--- config.mk ---
export PLATFORM = sky130hd
export DESIGN_NAME = hbridge_duty_buffer
export DESIGN_NICKNAME = d
export VERILOG_FILES = /design/src/design/hbridge_pkg.sv /design/src/design/axil_reg_port.sv /design/src/design/bridge_switch_map.sv /design/src/design/hbridge_duty_buffer.sv
export VERILOG_INCLUDE_DIRS = /design/src /design/src/design
export SDC_FILE = /design/constraint.sdc
export NUM_CORES = 1
export LEC_CHECK = 0
export ABC_AREA = 1
export BUFFER_PORTS_ARGS = -buffer_cell sky130_fd_sc_hd__buf_4
export CORE_UTILIZATION = 53
export DETAILED_ROUTE_END_ITERATION = 8
export PLACE_DENSITY = 0.76
export SYNTH_ARGS = -nofsm -noshare
export SYNTH_HDL_FRONTEND = slang
export SYNTH_SLANG_ARGS = --single-unit
export TNS_END_PERCENT = 30
--- constraint.sdc ---
create_clock -name ref_clk -period 2.1 [get_ports ref_clk]
set_input_delay 0.42 -clock ref_clk [delete_from_list [all_inputs] [get_ports ref_clk]]
set_output_delay 0.42 -clock ref_clk [all_outputs]
set_load 0.01 [all_outputs]
--- src/design/hbridge_defs.svh ---
`ifndef HBRIDGE_DEFS_SVH
`define HBRIDGE_DEFS_SVH

// register indices; byte address is four times the index
`define CTRL_IDX 8'h00
`define PERIOD_IDX 8'h01
`define CHCFG_BASE_IDX 8'h10
`define DUTY_BASE_IDX 8'h20

// field positions
`define FAST_BIT 0
`define CHCFG_W 5
`define ALIGN_LSB 0
`define MODE_LSB 2
`define DECAY_BIT 4
`define SIGN_BIT 15

// reset values
`define DUTY_RESET 16'h0000
`define PERIOD_RESET 16'h0000
`define CHCFG_RESET 5'h00

// bus answers
`define RESP_OKAY 2'h0
`define RESP_SLVERR 2'h2

`endif

--- src/design/hbridge_pkg.sv ---
package hbridge_pkg;

  // output mode field encodings, in field order 00..11
  typedef enum logic [1:0] {HALF_LOW, HALF_HIGH, FULL_SINGLE, FULL_DUAL} out_mode_t;

  // per-channel configuration word, low bits of its register
  typedef struct packed {
    logic decay;
    out_mode_t mode;
    logic [1:0] align;
  } ch_cfg_t;

  // bit 0 is switch one ... bit 3 is switch four
  typedef struct packed {
    logic [3:0] driven;
    logic [3:0] on;
  } bridge_ctl_t;

endpackage

--- src/design/axil_reg_port.sv ---
`timescale 1ns/100ps
`default_nettype none

`include "hbridge_defs.svh"

module axil_reg_port #(
  parameter int ADDR_W = 12
) (
  input wire logic ref_clk,                  // bus clock
  input wire logic reset_n,                  // sync reset, active low
  input wire logic [ADDR_W-1:0] s_axi_awaddr,  // write address
  input wire logic s_axi_awvalid,            // write address valid
  output logic s_axi_awready,                // write address ready
  input wire logic [31:0] s_axi_wdata,       // write data
  input wire logic [3:0] s_axi_wstrb,        // byte enables
  input wire logic s_axi_wvalid,             // write data valid
  output logic s_axi_wready,                 // write data ready
  output logic [1:0] s_axi_bresp,            // write response
  output logic s_axi_bvalid,                 // write response valid
  input wire logic s_axi_bready,             // write response ready
  input wire logic [ADDR_W-1:0] s_axi_araddr,  // read address
  input wire logic s_axi_arvalid,            // read address valid
  output logic s_axi_arready,                // read address ready
  output logic [31:0] s_axi_rdata,           // read data
  output logic [1:0] s_axi_rresp,            // read response
  output logic s_axi_rvalid,                 // read data valid
  input wire logic s_axi_rready,             // read data ready
  output logic wrStrobe,                     // one-cycle register write
  output logic [ADDR_W-1:0] wrAddr,          // write byte address
  output logic [31:0] wrData,                // write data
  output logic [3:0] wrStrb,                 // write byte enables
  input wire logic wrOk,                     // address mapped
  output logic rdStrobe,                     // one-cycle register read
  output logic [ADDR_W-1:0] rdAddr,          // read byte address
  input wire logic [31:0] rdData,            // read value
  input wire logic rdOk                      // address mapped
);

  logic awHeld_q, wHeld_q, rdPend_q;
  logic awHeld_d, wHeld_d, bValid_d, rValid_d, rdPend_d;
  logic awTake, wTake, arTake;

  // ************************************************
  // write channel
  // ************************************************
  // address and data are caught in either order; readies drop while a response waits
  assign awTake = s_axi_awvalid && s_axi_awready;
  assign wTake = s_axi_wvalid && s_axi_wready;
  assign wrStrobe = awHeld_q && wHeld_q;
  assign awHeld_d = (awHeld_q || awTake) && !wrStrobe;
  assign wHeld_d = (wHeld_q || wTake) && !wrStrobe;
  assign bValid_d = wrStrobe || (s_axi_bvalid && !s_axi_bready);

  // write state
  always_ff @(posedge ref_clk)
  begin
    if (!reset_n)
    begin
      awHeld_q <= 1'b0;
      wHeld_q <= 1'b0;
      s_axi_bvalid <= 1'b0;
      s_axi_bresp <= `RESP_OKAY;
      s_axi_awready <= 1'b0;
      s_axi_wready <= 1'b0;
    end
    else
    begin
      awHeld_q <= awHeld_d;
      wHeld_q <= wHeld_d;
      s_axi_bvalid <= bValid_d;
      if (wrStrobe)
        s_axi_bresp <= wrOk ? `RESP_OKAY : `RESP_SLVERR;
      s_axi_awready <= !awHeld_d && !bValid_d;
      s_axi_wready <= !wHeld_d && !bValid_d;
    end
  end

  // write payload, no reset needed
  always_ff @(posedge ref_clk)
  begin
    if (awTake)
      wrAddr <= s_axi_awaddr;
    if (wTake)
    begin
      wrData <= s_axi_wdata;
      wrStrb <= s_axi_wstrb;
    end
  end

  // ************************************************
  // read channel
  // ************************************************
  // one read in flight; data is sampled the cycle after the address
  assign arTake = s_axi_arvalid && s_axi_arready;
  assign rdStrobe = rdPend_q;
  assign rdPend_d = arTake;
  assign rValid_d = rdPend_q || (s_axi_rvalid && !s_axi_rready);

  // read state
  always_ff @(posedge ref_clk)
  begin
    if (!reset_n)
    begin
      rdPend_q <= 1'b0;
      s_axi_arready <= 1'b0;
      s_axi_rvalid <= 1'b0;
      s_axi_rdata <= 32'h0;
      s_axi_rresp <= `RESP_OKAY;
    end
    else
    begin
      rdPend_q <= rdPend_d;
      s_axi_rvalid <= rValid_d;
      s_axi_arready <= !rdPend_d && !rValid_d;
      if (rdPend_q)
      begin
        s_axi_rdata <= rdOk ? rdData : 32'h0;
        s_axi_rresp <= rdOk ? `RESP_OKAY : `RESP_SLVERR;
      end
    end
  end

  // read address capture
  always_ff @(posedge ref_clk)
  begin
    if (arTake)
      rdAddr <= s_axi_araddr;
  end

endmodule

`default_nettype wire

--- src/design/bridge_switch_map.sv ---
`timescale 1ns/100ps
`default_nettype none

module bridge_switch_map (
  input wire logic enabled,                 // channel not in off mode
  input wire hbridge_pkg::out_mode_t mode,  // output mode field
  input wire logic active,                  // pwm active phase
  input wire logic decay,                   // recirculation path select
  input wire logic sign,                    // sign of working duty
  output hbridge_pkg::bridge_ctl_t ctl      // switch drive and state
);

  // ************************************************
  // transistor table
  // ************************************************
  // off mode leaves every switch undriven
  always_comb
  begin
    ctl = '0;
    if (enabled)
    begin
      unique case (mode)
        hbridge_pkg::HALF_LOW:
        begin
          ctl.driven = 4'hC;
          ctl.on = active ? 4'h8 : 4'h4;
        end
        hbridge_pkg::HALF_HIGH:
        begin
          ctl.driven = 4'h3;
          ctl.on = active ? 4'h2 : 4'h1;
        end
        hbridge_pkg::FULL_SINGLE, hbridge_pkg::FULL_DUAL:
        begin
          ctl.driven = 4'hF;
          // sign picks the driven side only here, never in half modes
          if (active)
            ctl.on = sign ? 4'h6 : 4'h9;
          else
            ctl.on = decay ? 4'hA : 4'h5;
        end
      endcase
    end
  end

endmodule

`default_nettype wire

--- src/design/hbridge_duty_buffer.sv ---
//
// Contract
// a duty write in byte format clears duty bits ten, nine, one and zero.
// in byte format a high-byte write alone sets sign and duty completely.
// the byte-format select alters only write and read views, never held duty values.
// writing the period value to zero copies every duty register into its working copy.
// a channel whose align field is zero copies its duty register into its working copy.
// in half or single full bridge mode each counter overflow loads the working duty.
// in dual full mode a pair loads only at an overflow after its odd register was written.
// reading a duty register returns the last written value, not the working one.
// the sign picks the driven bridge side in full modes and is ignored in half modes.
// in off mode all four switches are left undriven.
// half mode 00 drives switches three and four, mode 01 switches one and two.
// full mode active phase turns on one and four for sign 0, two and three for sign 1.
// full mode passive phase turns on one and three for decay 0, two and four for 1.
// in byte format the low byte reads zero, and every duty register resets to zero.
//
`timescale 1ns/100ps
`default_nettype none
`include "hbridge_defs.svh"

module hbridge_duty_buffer #(
  parameter int NUM_CH = 12,
  parameter int ADDR_W = 12
) (
  input wire logic ref_clk,                   // 50 MHz bus clock
  input wire logic reset_n,                   // sync reset, active low
  input wire logic [ADDR_W-1:0] s_axi_awaddr,   // write address
  input wire logic s_axi_awvalid,             // write address valid
  output logic s_axi_awready,                 // write address ready
  input wire logic [31:0] s_axi_wdata,        // write data
  input wire logic [3:0] s_axi_wstrb,         // byte enables
  input wire logic s_axi_wvalid,              // write data valid
  output logic s_axi_wready,                  // write data ready
  output logic [1:0] s_axi_bresp,             // write response
  output logic s_axi_bvalid,                  // write response valid
  input wire logic s_axi_bready,              // write response ready
  input wire logic [ADDR_W-1:0] s_axi_araddr,   // read address
  input wire logic s_axi_arvalid,             // read address valid
  output logic s_axi_arready,                 // read address ready
  output logic [31:0] s_axi_rdata,            // read data
  output logic [1:0] s_axi_rresp,             // read response
  output logic s_axi_rvalid,                  // read data valid
  input wire logic s_axi_rready,              // read data ready
  input wire logic timerOverflow,             // pwm counter overflow pulse
  input wire logic [NUM_CH-1:0] pwmActive,    // per-channel active phase
  output hbridge_pkg::bridge_ctl_t [NUM_CH-1:0] bridgeCtl  // registered switch control
);

  localparam int NUM_PAIR = NUM_CH / 2;

  logic wrStrobe, wrOk, rdOk;
  logic [ADDR_W-1:0] wrAddr, rdAddr;
  logic [31:0] wrData, rdData;
  logic [3:0] wrStrb;
  logic [7:0] wIdx, rIdx;
  logic fast_q;
  logic [15:0] period_q, periodD;
  logic perZeroWr;
  hbridge_pkg::ch_cfg_t [NUM_CH-1:0] cfg_q;
  logic [NUM_CH-1:0][15:0] shadow_q;
  logic [NUM_CH-1:0][15:0] work_q;
  logic [NUM_PAIR-1:0] pend_q;
  logic [NUM_CH-1:0] wrDuty, wrCfg, copyNow;
  hbridge_pkg::bridge_ctl_t [NUM_CH-1:0] ctlD;

  // ************************************************
  // bus slave
  // ************************************************
  axil_reg_port #(
    .ADDR_W(ADDR_W)
  ) u_port (
    .ref_clk(ref_clk),
    .reset_n(reset_n),
    .s_axi_awaddr(s_axi_awaddr),
    .s_axi_awvalid(s_axi_awvalid),
    .s_axi_awready(s_axi_awready),
    .s_axi_wdata(s_axi_wdata),
    .s_axi_wstrb(s_axi_wstrb),
    .s_axi_wvalid(s_axi_wvalid),
    .s_axi_wready(s_axi_wready),
    .s_axi_bresp(s_axi_bresp),
    .s_axi_bvalid(s_axi_bvalid),
    .s_axi_bready(s_axi_bready),
    .s_axi_araddr(s_axi_araddr),
    .s_axi_arvalid(s_axi_arvalid),
    .s_axi_arready(s_axi_arready),
    .s_axi_rdata(s_axi_rdata),
    .s_axi_rresp(s_axi_rresp),
    .s_axi_rvalid(s_axi_rvalid),
    .s_axi_rready(s_axi_rready),
    .wrStrobe(wrStrobe),
    .wrAddr(wrAddr),
    .wrData(wrData),
    .wrStrb(wrStrb),
    .wrOk(wrOk),
    .rdStrobe(),
    .rdAddr(rdAddr),
    .rdData(rdData),
    .rdOk(rdOk)
  );

  // word index; address bits above bit nine are dropped, so higher addresses alias lower ones
  assign wIdx = wrAddr[9:2];
  assign rIdx = rdAddr[9:2];

  // ************************************************
  // duty formats
  // ************************************************
  // byte format keeps the canonical layout inside, so toggling it moves nothing
  function automatic logic [15:0] dutyMerge(input logic [15:0] old, input logic [15:0] wd,
                                            input logic [1:0] be, input logic fast);
    logic [15:0] r;
    r = old;
    if (fast)
    begin
      if (be[1])
        r = {wd[15], 6'h00, wd[14:8], 2'h0};
    end
    else
    begin
      if (be[0])
        r[7:0] = wd[7:0];
      if (be[1])
        r[15:8] = wd[15:8];
    end
    return r;
  endfunction

  // read view; low byte is unimplemented in byte format
  function automatic logic [15:0] dutyView(input logic [15:0] v, input logic fast);
    return fast ? {v[15], v[8:2], 8'h00} : v;
  endfunction

  // ************************************************
  // global registers
  // ************************************************
  // period write of zero forces a reload of every channel
  always_comb
  begin
    periodD = period_q;
    if (wrStrb[0])
      periodD[7:0] = wrData[7:0];
    if (wrStrb[1])
      periodD[15:8] = wrData[15:8];
  end

  assign perZeroWr = wrStrobe && wIdx == `PERIOD_IDX && periodD == 16'h0000;

  // byte-format select; only the write and read paths look at it
  always_ff @(posedge ref_clk)
  begin
    if (!reset_n)
      fast_q <= 1'b0;
    else if (wrStrobe && wIdx == `CTRL_IDX && wrStrb[0])
      fast_q <= wrData[`FAST_BIT];
  end

  // period value register
  always_ff @(posedge ref_clk)
  begin
    if (!reset_n)
      period_q <= `PERIOD_RESET;
    else if (wrStrobe && wIdx == `PERIOD_IDX)
      period_q <= periodD;
  end

  // ************************************************
  // per-channel logic
  // ************************************************
  for (genvar c = 0; c < NUM_CH; c++)
  begin : g_ch
    assign wrDuty[c] = wrStrobe && wIdx == 8'(`DUTY_BASE_IDX + c);
    assign wrCfg[c] = wrStrobe && wIdx == 8'(`CHCFG_BASE_IDX + c);
    // dual mode waits for the pair's odd register; other modes load each overflow
    assign copyNow[c] = perZeroWr
      || cfg_q[c].align == 2'h0
      || (timerOverflow && cfg_q[c].mode != hbridge_pkg::FULL_DUAL)
      || (timerOverflow && pend_q[c/2]);

    // bus-visible duty, holds the last written value
    always_ff @(posedge ref_clk)
    begin
      if (!reset_n)
        shadow_q[c] <= `DUTY_RESET;
      else if (wrDuty[c])
        shadow_q[c] <= dutyMerge(shadow_q[c], wrData[15:0], wrStrb[1:0], fast_q);
    end

    // channel configuration
    always_ff @(posedge ref_clk)
    begin
      if (!reset_n)
        cfg_q[c] <= hbridge_pkg::ch_cfg_t'(`CHCFG_RESET);
      else if (wrCfg[c] && wrStrb[0])
        cfg_q[c] <= hbridge_pkg::ch_cfg_t'(wrData[`CHCFG_W-1:0]);
    end

    // working duty; a copy takes the shadow as it stood before any same-edge write
    always_ff @(posedge ref_clk)
    begin
      if (!reset_n)
        work_q[c] <= `DUTY_RESET;
      else if (copyNow[c])
        work_q[c] <= shadow_q[c];
    end

    bridge_switch_map u_map (
      .enabled(cfg_q[c].align != 2'h0),
      .mode(cfg_q[c].mode),
      .active(pwmActive[c]),
      .decay(cfg_q[c].decay),
      .sign(work_q[c][`SIGN_BIT]),
      .ctl(ctlD[c])
    );

    // switch outputs leave from flip-flops to avoid glitches on the gates
    always_ff @(posedge ref_clk)
    begin
      if (!reset_n)
        bridgeCtl[c] <= '0;
      else
        bridgeCtl[c] <= ctlD[c];
    end
  end

  // ************************************************
  // dual full pair arming
  // ************************************************
  // a write on the same edge as an overflow keeps the pair armed
  for (genvar p = 0; p < NUM_PAIR; p++)
  begin : g_pair
    always_ff @(posedge ref_clk)
    begin
      if (!reset_n)
        pend_q[p] <= 1'b0;
      else if (wrDuty[2*p+1])
        pend_q[p] <= 1'b1;
      else if (timerOverflow)
        pend_q[p] <= 1'b0;
    end
  end

  // ************************************************
  // decode answers
  // ************************************************
  assign wrOk = wIdx == `CTRL_IDX || wIdx == `PERIOD_IDX || (|wrDuty) || (|wrCfg);

  // read multiplexer
  always_comb
  begin
    rdData = 32'h0;
    rdOk = 1'b0;
    if (rIdx == `CTRL_IDX)
    begin
      rdData[`FAST_BIT] = fast_q;
      rdOk = 1'b1;
    end
    if (rIdx == `PERIOD_IDX)
    begin
      rdData[15:0] = period_q;
      rdOk = 1'b1;
    end
    for (int i = 0; i < NUM_CH; i++)
    begin
      if (rIdx == 8'(`CHCFG_BASE_IDX + i))
      begin
        rdData[`CHCFG_W-1:0] = cfg_q[i];
        rdOk = 1'b1;
      end
      if (rIdx == 8'(`DUTY_BASE_IDX + i))
      begin
        rdData[15:0] = dutyView(shadow_q[i], fast_q);
        rdOk = 1'b1;
      end
    end
  end
endmodule

`default_nettype wire

==> impl_metrics.toml, run 1 <==
[die]
start_util_pct = 54.14
fp-row-count = 68
coreArea_um2 = 34710
die_height_um = 190.3
die_w_um = 190.3
dieArea_um2 = 36220
io_pins = 217

[global_route]
grt_pass1_wl_um = 94230
antenna_found_initial = 0
grt_max_degree = 64
grt-ovfl-total = 0
grt_pass1_vias = 17390
grt_util_all_layers_pct = 33.48

[setup_path]
crit_arrival_ns = 2.88
critPathCaptureType = "flop"
path_max_fanout = 8
crit_type = "flop to flop"
r2r_cells = 14
cp-start-kind = "flop"
required_ns = 2.56

[synth]
ys_seq_area_share_pct = 46.44
async_flop_share_pct = 0
synth_cells = 2543
ys.flop_type = "dfxtp_1"
synth.avg_cell_area_um2 = 7.390
syn_area_um2 = 18790
synth_cell_types = 49
synth_seq_cells = 419
synth-edff-count = 34
ys_warn_count = 0

[outcome]
status = "finished with violations"
violations = "negative setup slack"

[place]
dp_hpwl_um = 45480
place_congestion = 0.9772
dp_cells = 3222
io_buffers = 172
placed_area_um2 = 21490
pre_cts_ws_ns = -0.3650

[clock_network]
clkLatencyLatePin_ns = 0.58
path_clk_slew_ns = 0.07
tritoncts = "yes"
clock-root-buffer = "clkbuf_16"
cts-htree-levels = 2
clockBufferDepth = 3
clock_sinks = 419
numCtsBuffers = 45

[sta]
final.setup_skew_ns = 0.02257
finalWorstSetupSlack_ns = -0.3219
rsz0062_at_grt = "yes"
tightestPinTransition_ns = 0.7842
drv_slew = 0
layout_worst_path_cycle_share_pct = 115.3
setup_viol = 29
min_period_ns = 2.422
whs_ns = 0.02267
slew_headroom_pct = 47.66
fmax_ghz = 0.4129
final-hold-violation-count = 0

[finish]
antenna_cells = 0
final_area_um2 = 24200
layout_commonest_cell = "dfxtp_1"
layout_common_cells = "dfxtp_1 (384), buf_4 (362), a21oi_1 (341), nand2_1 (312), o21ai_0 (273)"
postLayoutCoreUtil_pct = 69.71
drive_gt1_share_pct = 23.30
stdcell_count = 3343
synthToLayoutAreaGrowth_pct = 28.76
finalNetCount = 2935

[hold_path]
hold_class = "primary input to flop"
hold_depth = 1

[routing]
wirelength_um = 62910
ant_nets = 0
via_per_inst = 5.696
dr.pass1.iters = 6
wl_met2_um = 28600
drc = 0
top_layer_used = "met4"
drt-met1-wl_um = 26890
drt-initial-drc-count = 1894
num_vias = 19040
wl_met3_um = 4850
post_drt_wl_per_cell_um = 18.82

[power]
p_per_area_nw_per_um2 = 708.8
p_leak_nw = 9.480
ir_drop_uv = 816.7

[job]
cap_violations = 0
routing by layer:
layer,GRT usage [%],vias up
li1,-,9132
met3,4.435,149
met2,53.26,898
met5,0,-
met4,14.98,0
met1,45.29,8864
path summary, 6_finish.rpt:
check | start | slack [ns] | endpoint
setup / recovery | u_port.rdAddr[4] | -0.32 | u_port.s_axi_rdata[10]
hold / removal | s_axi_wdata[3] | 0.02 | u_port.wrData[3]
hold reg to reg | shadow_q[128] | 0.45 | shadow_q[128]
setup reg to reg | u_port.rdAddr[4] | -0.32 | u_port.s_axi_rdata[10]
timing repair:
item	in CTS	in global routing
pin swaps	19	38
buffers inserted	8	26
cloned	2	5
endpoints found under the hold margin	1	0
endpoints found under the setup margin	161	231
hold buffers	1	0
gates resized for setup	83	205
registers in the layout, indices dropped and copies added, names as in the netlist, 2 cells and up:
name / count
shadow_q: 192
bridgeCtl: 72
cfg_q: 60
period_q: 16
u_port.s_axi_rdata: 16
u_port.wrData: 16
work_q: 12
u_port.rdAddr: 8
u_port.wrAddr: 8
pend_q: 6
u_port.wrStrb: 2
cell families after synthesis:
group	after synthesis	synth area share [%]
buf+inv	478	10.99
compound gates	827	23.93
simple gates	815	18.46
flops	419	46.44
mux	3	0.1598
other cells	1	0.01995
worst max-delay path, cell delays in order (launching register included):
cell	delay (ns)
edfxtp_1	0.45
inv_2	0.13
nand2_4	0.07
nor2_4	0.20
nand2_8	0.12
inv_8	0.10
o211ai_1	0.08
nand2_1	0.09
o311ai_1	0.11
nor2_1	0.16
o311ai_2	0.16
a2111oi_4	0.33
o211ai_1	0.14
nand3_1	0.09
a21oi_1	0.06
stage by stage:
stage / setup TNS (ns) / total power, mW
final: -4.978 / 17.15
after global routing: -12.12 / 17.59
after CTS: -3.967 / 17.14
after detailed placement: -15.31 / 9.024
after global placement: -8.319 / 9.009
after floorplan: 0 / 8.681
final cells by class:
cell class | instances | area [µm²]
fill | 2831 | 10520
timing repair inverter | 2 | 12.51
clock buffer | 58 | 1257
clock inverter | 22 | 270.3
inverter | 310 | 1210
timing repair buffer | 413 | 3417
tap | 455 | 569.3
multi-input combinational | 1664 | 8728
sequential | 419 | 8732
report_power, final:
part	internal, mW	total [mW]	switching [mW]
Sequential	8.10	8.13	0.0315
Clock	4.87	8.21	3.34
Combinational	0.280	0.808	0.528
Total	13.3	17.1	3.90
synthesized netlist by cell type, types with 26 or more instances:
cell type  instances  area, µm²
clkbuf_1          68      255.2
inv_1            284       1066
nand4_1           31      193.9
dfxtp_1          385       7707
edfxtp_1          34       1021
buf_2             44      220.2
o211ai_1          43      322.8
o21ai_0          335       1677
nand2_1          324       1216
nand3_1           80      400.4
nor2_1           301       1130
a211oi_1          35      262.8
nor4_1            27      168.9
a21oi_1          347       1737
buf_4             48      360.4
o21ai_1           26      130.1
(Power assumes the default switching activity.)
==> run 2, diff against run 1 <==
--- a/config.mk
+++ b/config.mk
@@ -10,6 +10,7 @@
 export BUFFER_PORTS_ARGS = -buffer_cell sky130_fd_sc_hd__buf_4
 export CORE_UTILIZATION = 53
 export DETAILED_ROUTE_END_ITERATION = 8
+export HOLD_SLACK_MARGIN = 0.05
 export PLACE_DENSITY = 0.76
 export SYNTH_ARGS = -nofsm -noshare
 export SYNTH_HDL_FRONTEND = slang
==> run 2 against run 1 <==
- combinational power up 7.5%
- setup slack worse by 0.065 ns
- the run still ends with negative setup slack left
- power up 0.38%
==> impl_metrics.toml, run 2 (synthesized netlist as in run 1, its figures left out) <==
[power]
swShare_pct = 22.77
p_per_area_nw_per_um2 = 699.6
p_switching_mw = 3.920
share_comb_of_total_power_pct = 5.1
power_frac_seq_pct = 47.3
clkPwrFrac_pct = 47.7
p_leak_nw = 9.622
ir_drop_uv = 814.7
internal_power_mw = 13.29
power_mw = 17.21

[die]
coreArea_um2 = 34710
io_pins = 217
fp-row-count = 68
die_w_um = 190.3
dieArea_um2 = 36220
die_height_um = 190.3
start_util_pct = 54.14

[finish]
finalNetCount = 2970
regMostFlops = "shadow_q"
reg.largest.list = "shadow_q x192, bridgeCtl x72, cfg_q x60"
postLayoutCoreUtil_pct = 70.89
layout_commonest_cell = "dfxtp_1"
stdcell_count = 3378
layout_common_cells = "dfxtp_1 (384), buf_4 (358), a21oi_1 (343), nand2_1 (310), o21ai_0 (270)"
largest_reg_flops = 192
synthToLayoutAreaGrowth_pct = 30.94
drive_gt1_share_pct = 23.09
fill_cells = 2762
antenna_cells = 0

[setup_path]
max_stage_delay_ns = 0.41
critPathCaptureType = "flop"
crit_type = "flop to flop"
crit_chain = "inv_1 -> nand2_2 -> buf_6 -> nor2_4 -> buf_6 -> nand2_4 -> nor2_2 -> nor2_1 -> nand2_1 -> nand2_1 -> nand2_2 -> nand4_1 -> nand2_1 -> nand4_1 -> nand2_1 -> nand4_1 -> nand2_1 -> nand4_1 -> nand2_1 -> nand4_1 -> nand2_1 -> nand2_1 -> nand2_1 -> a21oi_1"
crit_family = "simple AND/OR/NAND/NOR gates"
slowest_stage = "edfxtp_1"
crit_buf_inv = 3
cpMostUsedCell = "nand2_1"
crit_arrival_ns = 2.95
required_ns = 2.56
cp-start-kind = "flop"
path_max_fanout = 5

[sta]
layout_worst_path_cycle_share_pct = 118.4
rsz0062_at_grt = "yes"
fmax_ghz = 0.4022
final.setup_skew_ns = 0.02281
final-hold-violation-count = 0
min_period_ns = 2.487
setup_viol = 26
drv_slew = 0
tns_ns = -5.264
finalWorstSetupSlack_ns = -0.3866
tightestPinTransition_ns = 0.7934
slew_headroom_pct = 47.05

[clock_network]
numCtsBuffers = 45
tritoncts = "yes"
path_clk_slew_ns = 0.06
clockBufferDepth = 3
clkLatencyLatePin_ns = 0.58
clock-root-buffer = "clkbuf_16"
clock_sinks = 419
cts-htree-levels = 2

[routing]
via_per_inst = 5.732
wirelength_um = 63660
num_vias = 19360
drt-initial-drc-count = 2003
dr.pass1.iters = 6
ant_nets = 0
drc = 0
post_drt_wl_per_cell_um = 18.85

[job]
cap_violations = 0

[place]
io_buffers = 172
dp_hpwl_um = 45480
place_congestion = 0.9772
dp_cells = 3222

[global_route]
grt_pass1_vias = 17590
grt_pass1_wl_um = 95100
grt_util_all_layers_pct = 33.80
grt_max_degree = 64
antenna_found_initial = 0
grt-ovfl-total = 0

[outcome]
violations = "negative setup slack"
status = "finished with violations"

[hold_path]
hold_class = "primary input to flop"
run 2: cell count changes in the layout (fill, tap and decap cells not counted), moves of 2 or more:
cell           previous run  this run
dlygate4sd3_1             1        34
buf_6                    33        38
o21ai_2                  14        12
a21oi_1                 341       343
o21ai_0                 273       270
o22ai_1                   0         2
nand2_1                 312       310
buf_4                   362       358
a21oi_2                   6         4
nor2_2                   33        30
nor2_4                   28        32
o21ai_1                  74        79
o22ai_2                   2         0
run 2: worst reg2reg max path, cell delays in order (launching register included):
cell and delay, ns:
edfxtp_1 0.41, inv_1 0.11, nand2_2 0.08, buf_6 0.13, nor2_4 0.15, buf_6 0.12
nand2_4 0.06, nor2_2 0.08, nor2_1 0.05, nand2_1 0.05, nand2_1 0.06, nand2_2 0.07
nand4_1 0.07, nand2_1 0.10, nand4_1 0.09, nand2_1 0.09, nand4_1 0.10, nand2_1 0.08
nand4_1 0.09, nand2_1 0.07, nand4_1 0.07, nand2_1 0.09, nand2_1 0.05, nand2_1 0.05
a21oi_1 0.05
run 2: repair_timing:
item                                   CTS  global route
pin swaps                               19            52
hold buffers                            34             0
resized for setup                       83           224
setup endpoints to repair              161           231
buffers inserted                         8            27
endpoints found under the hold margin   34             0
gates cloned                             2             5
run 2: power by group through the flow:
stage / Clock [mW] / Combinational (mW) / Sequential, mW
6_report: 8.21 / 0.869 / 8.14
3_3_place_gp: 0 / 0.703 / 8.31
3_5_place_dp: 0 / 0.716 / 8.31
4_1_cts: 8.26 / 0.791 / 8.13
5_1_grt: 8.58 / 0.926 / 8.14
2_1_floorplan: 0 / 0.377 / 8.30
run 2: cell type report:
cell class	instances	area, µm²	share of cell area [%]
Clock buffer	58	1257	5.110
Clock inverter	22	270.3	1.098
Multi-Input combinational cell	1664	8762	35.61
Timing Repair inverter	2	12.51	0.05085
Timing Repair Buffer	448	3789	15.40
Inverter	310	1215	4.937
Sequential cell	419	8732	35.49
Tap cell	455	569.3	2.314
run 2: metrics by stage:
step                      setup slack [ns]  hold slack [ns]  cell area [µm²]
after floorplan                    0.08792           0.4213            18860
after global placement             -0.3051           0.4328            21490
after detailed placement           -0.3650           0.4399            21490
after CTS                          -0.2881          0.09548            23720
after global routing               -0.5482           0.1279            24610
final                              -0.3866           0.1109            24610
run 2: worst paths after layout:
check	from	to	slack (ns)	cells past startpoint
setup / recovery	u_port.rdAddr[9]	u_port.s_axi_rdata[0]	-0.39	24
hold / removal	pwmActive[8]	bridgeCtl[67]	0.11	3
hold reg to reg	shadow_q[128]	shadow_q[128]	0.45	2
setup reg to reg	u_port.rdAddr[9]	u_port.s_axi_rdata[0]	-0.39	24
run 2: per-layer routing:
metal | up-vias | wire length (µm) | global-route usage, %
li1 | 9202 | - | -
met1 | 8983 | 26820 | 45.71
met2 | 1006 | 28980 | 54.14
met3 | 171 | 5267 | 4.177
met4 | 0 | 2598 | 14.86
met5 | - | 0 | 0
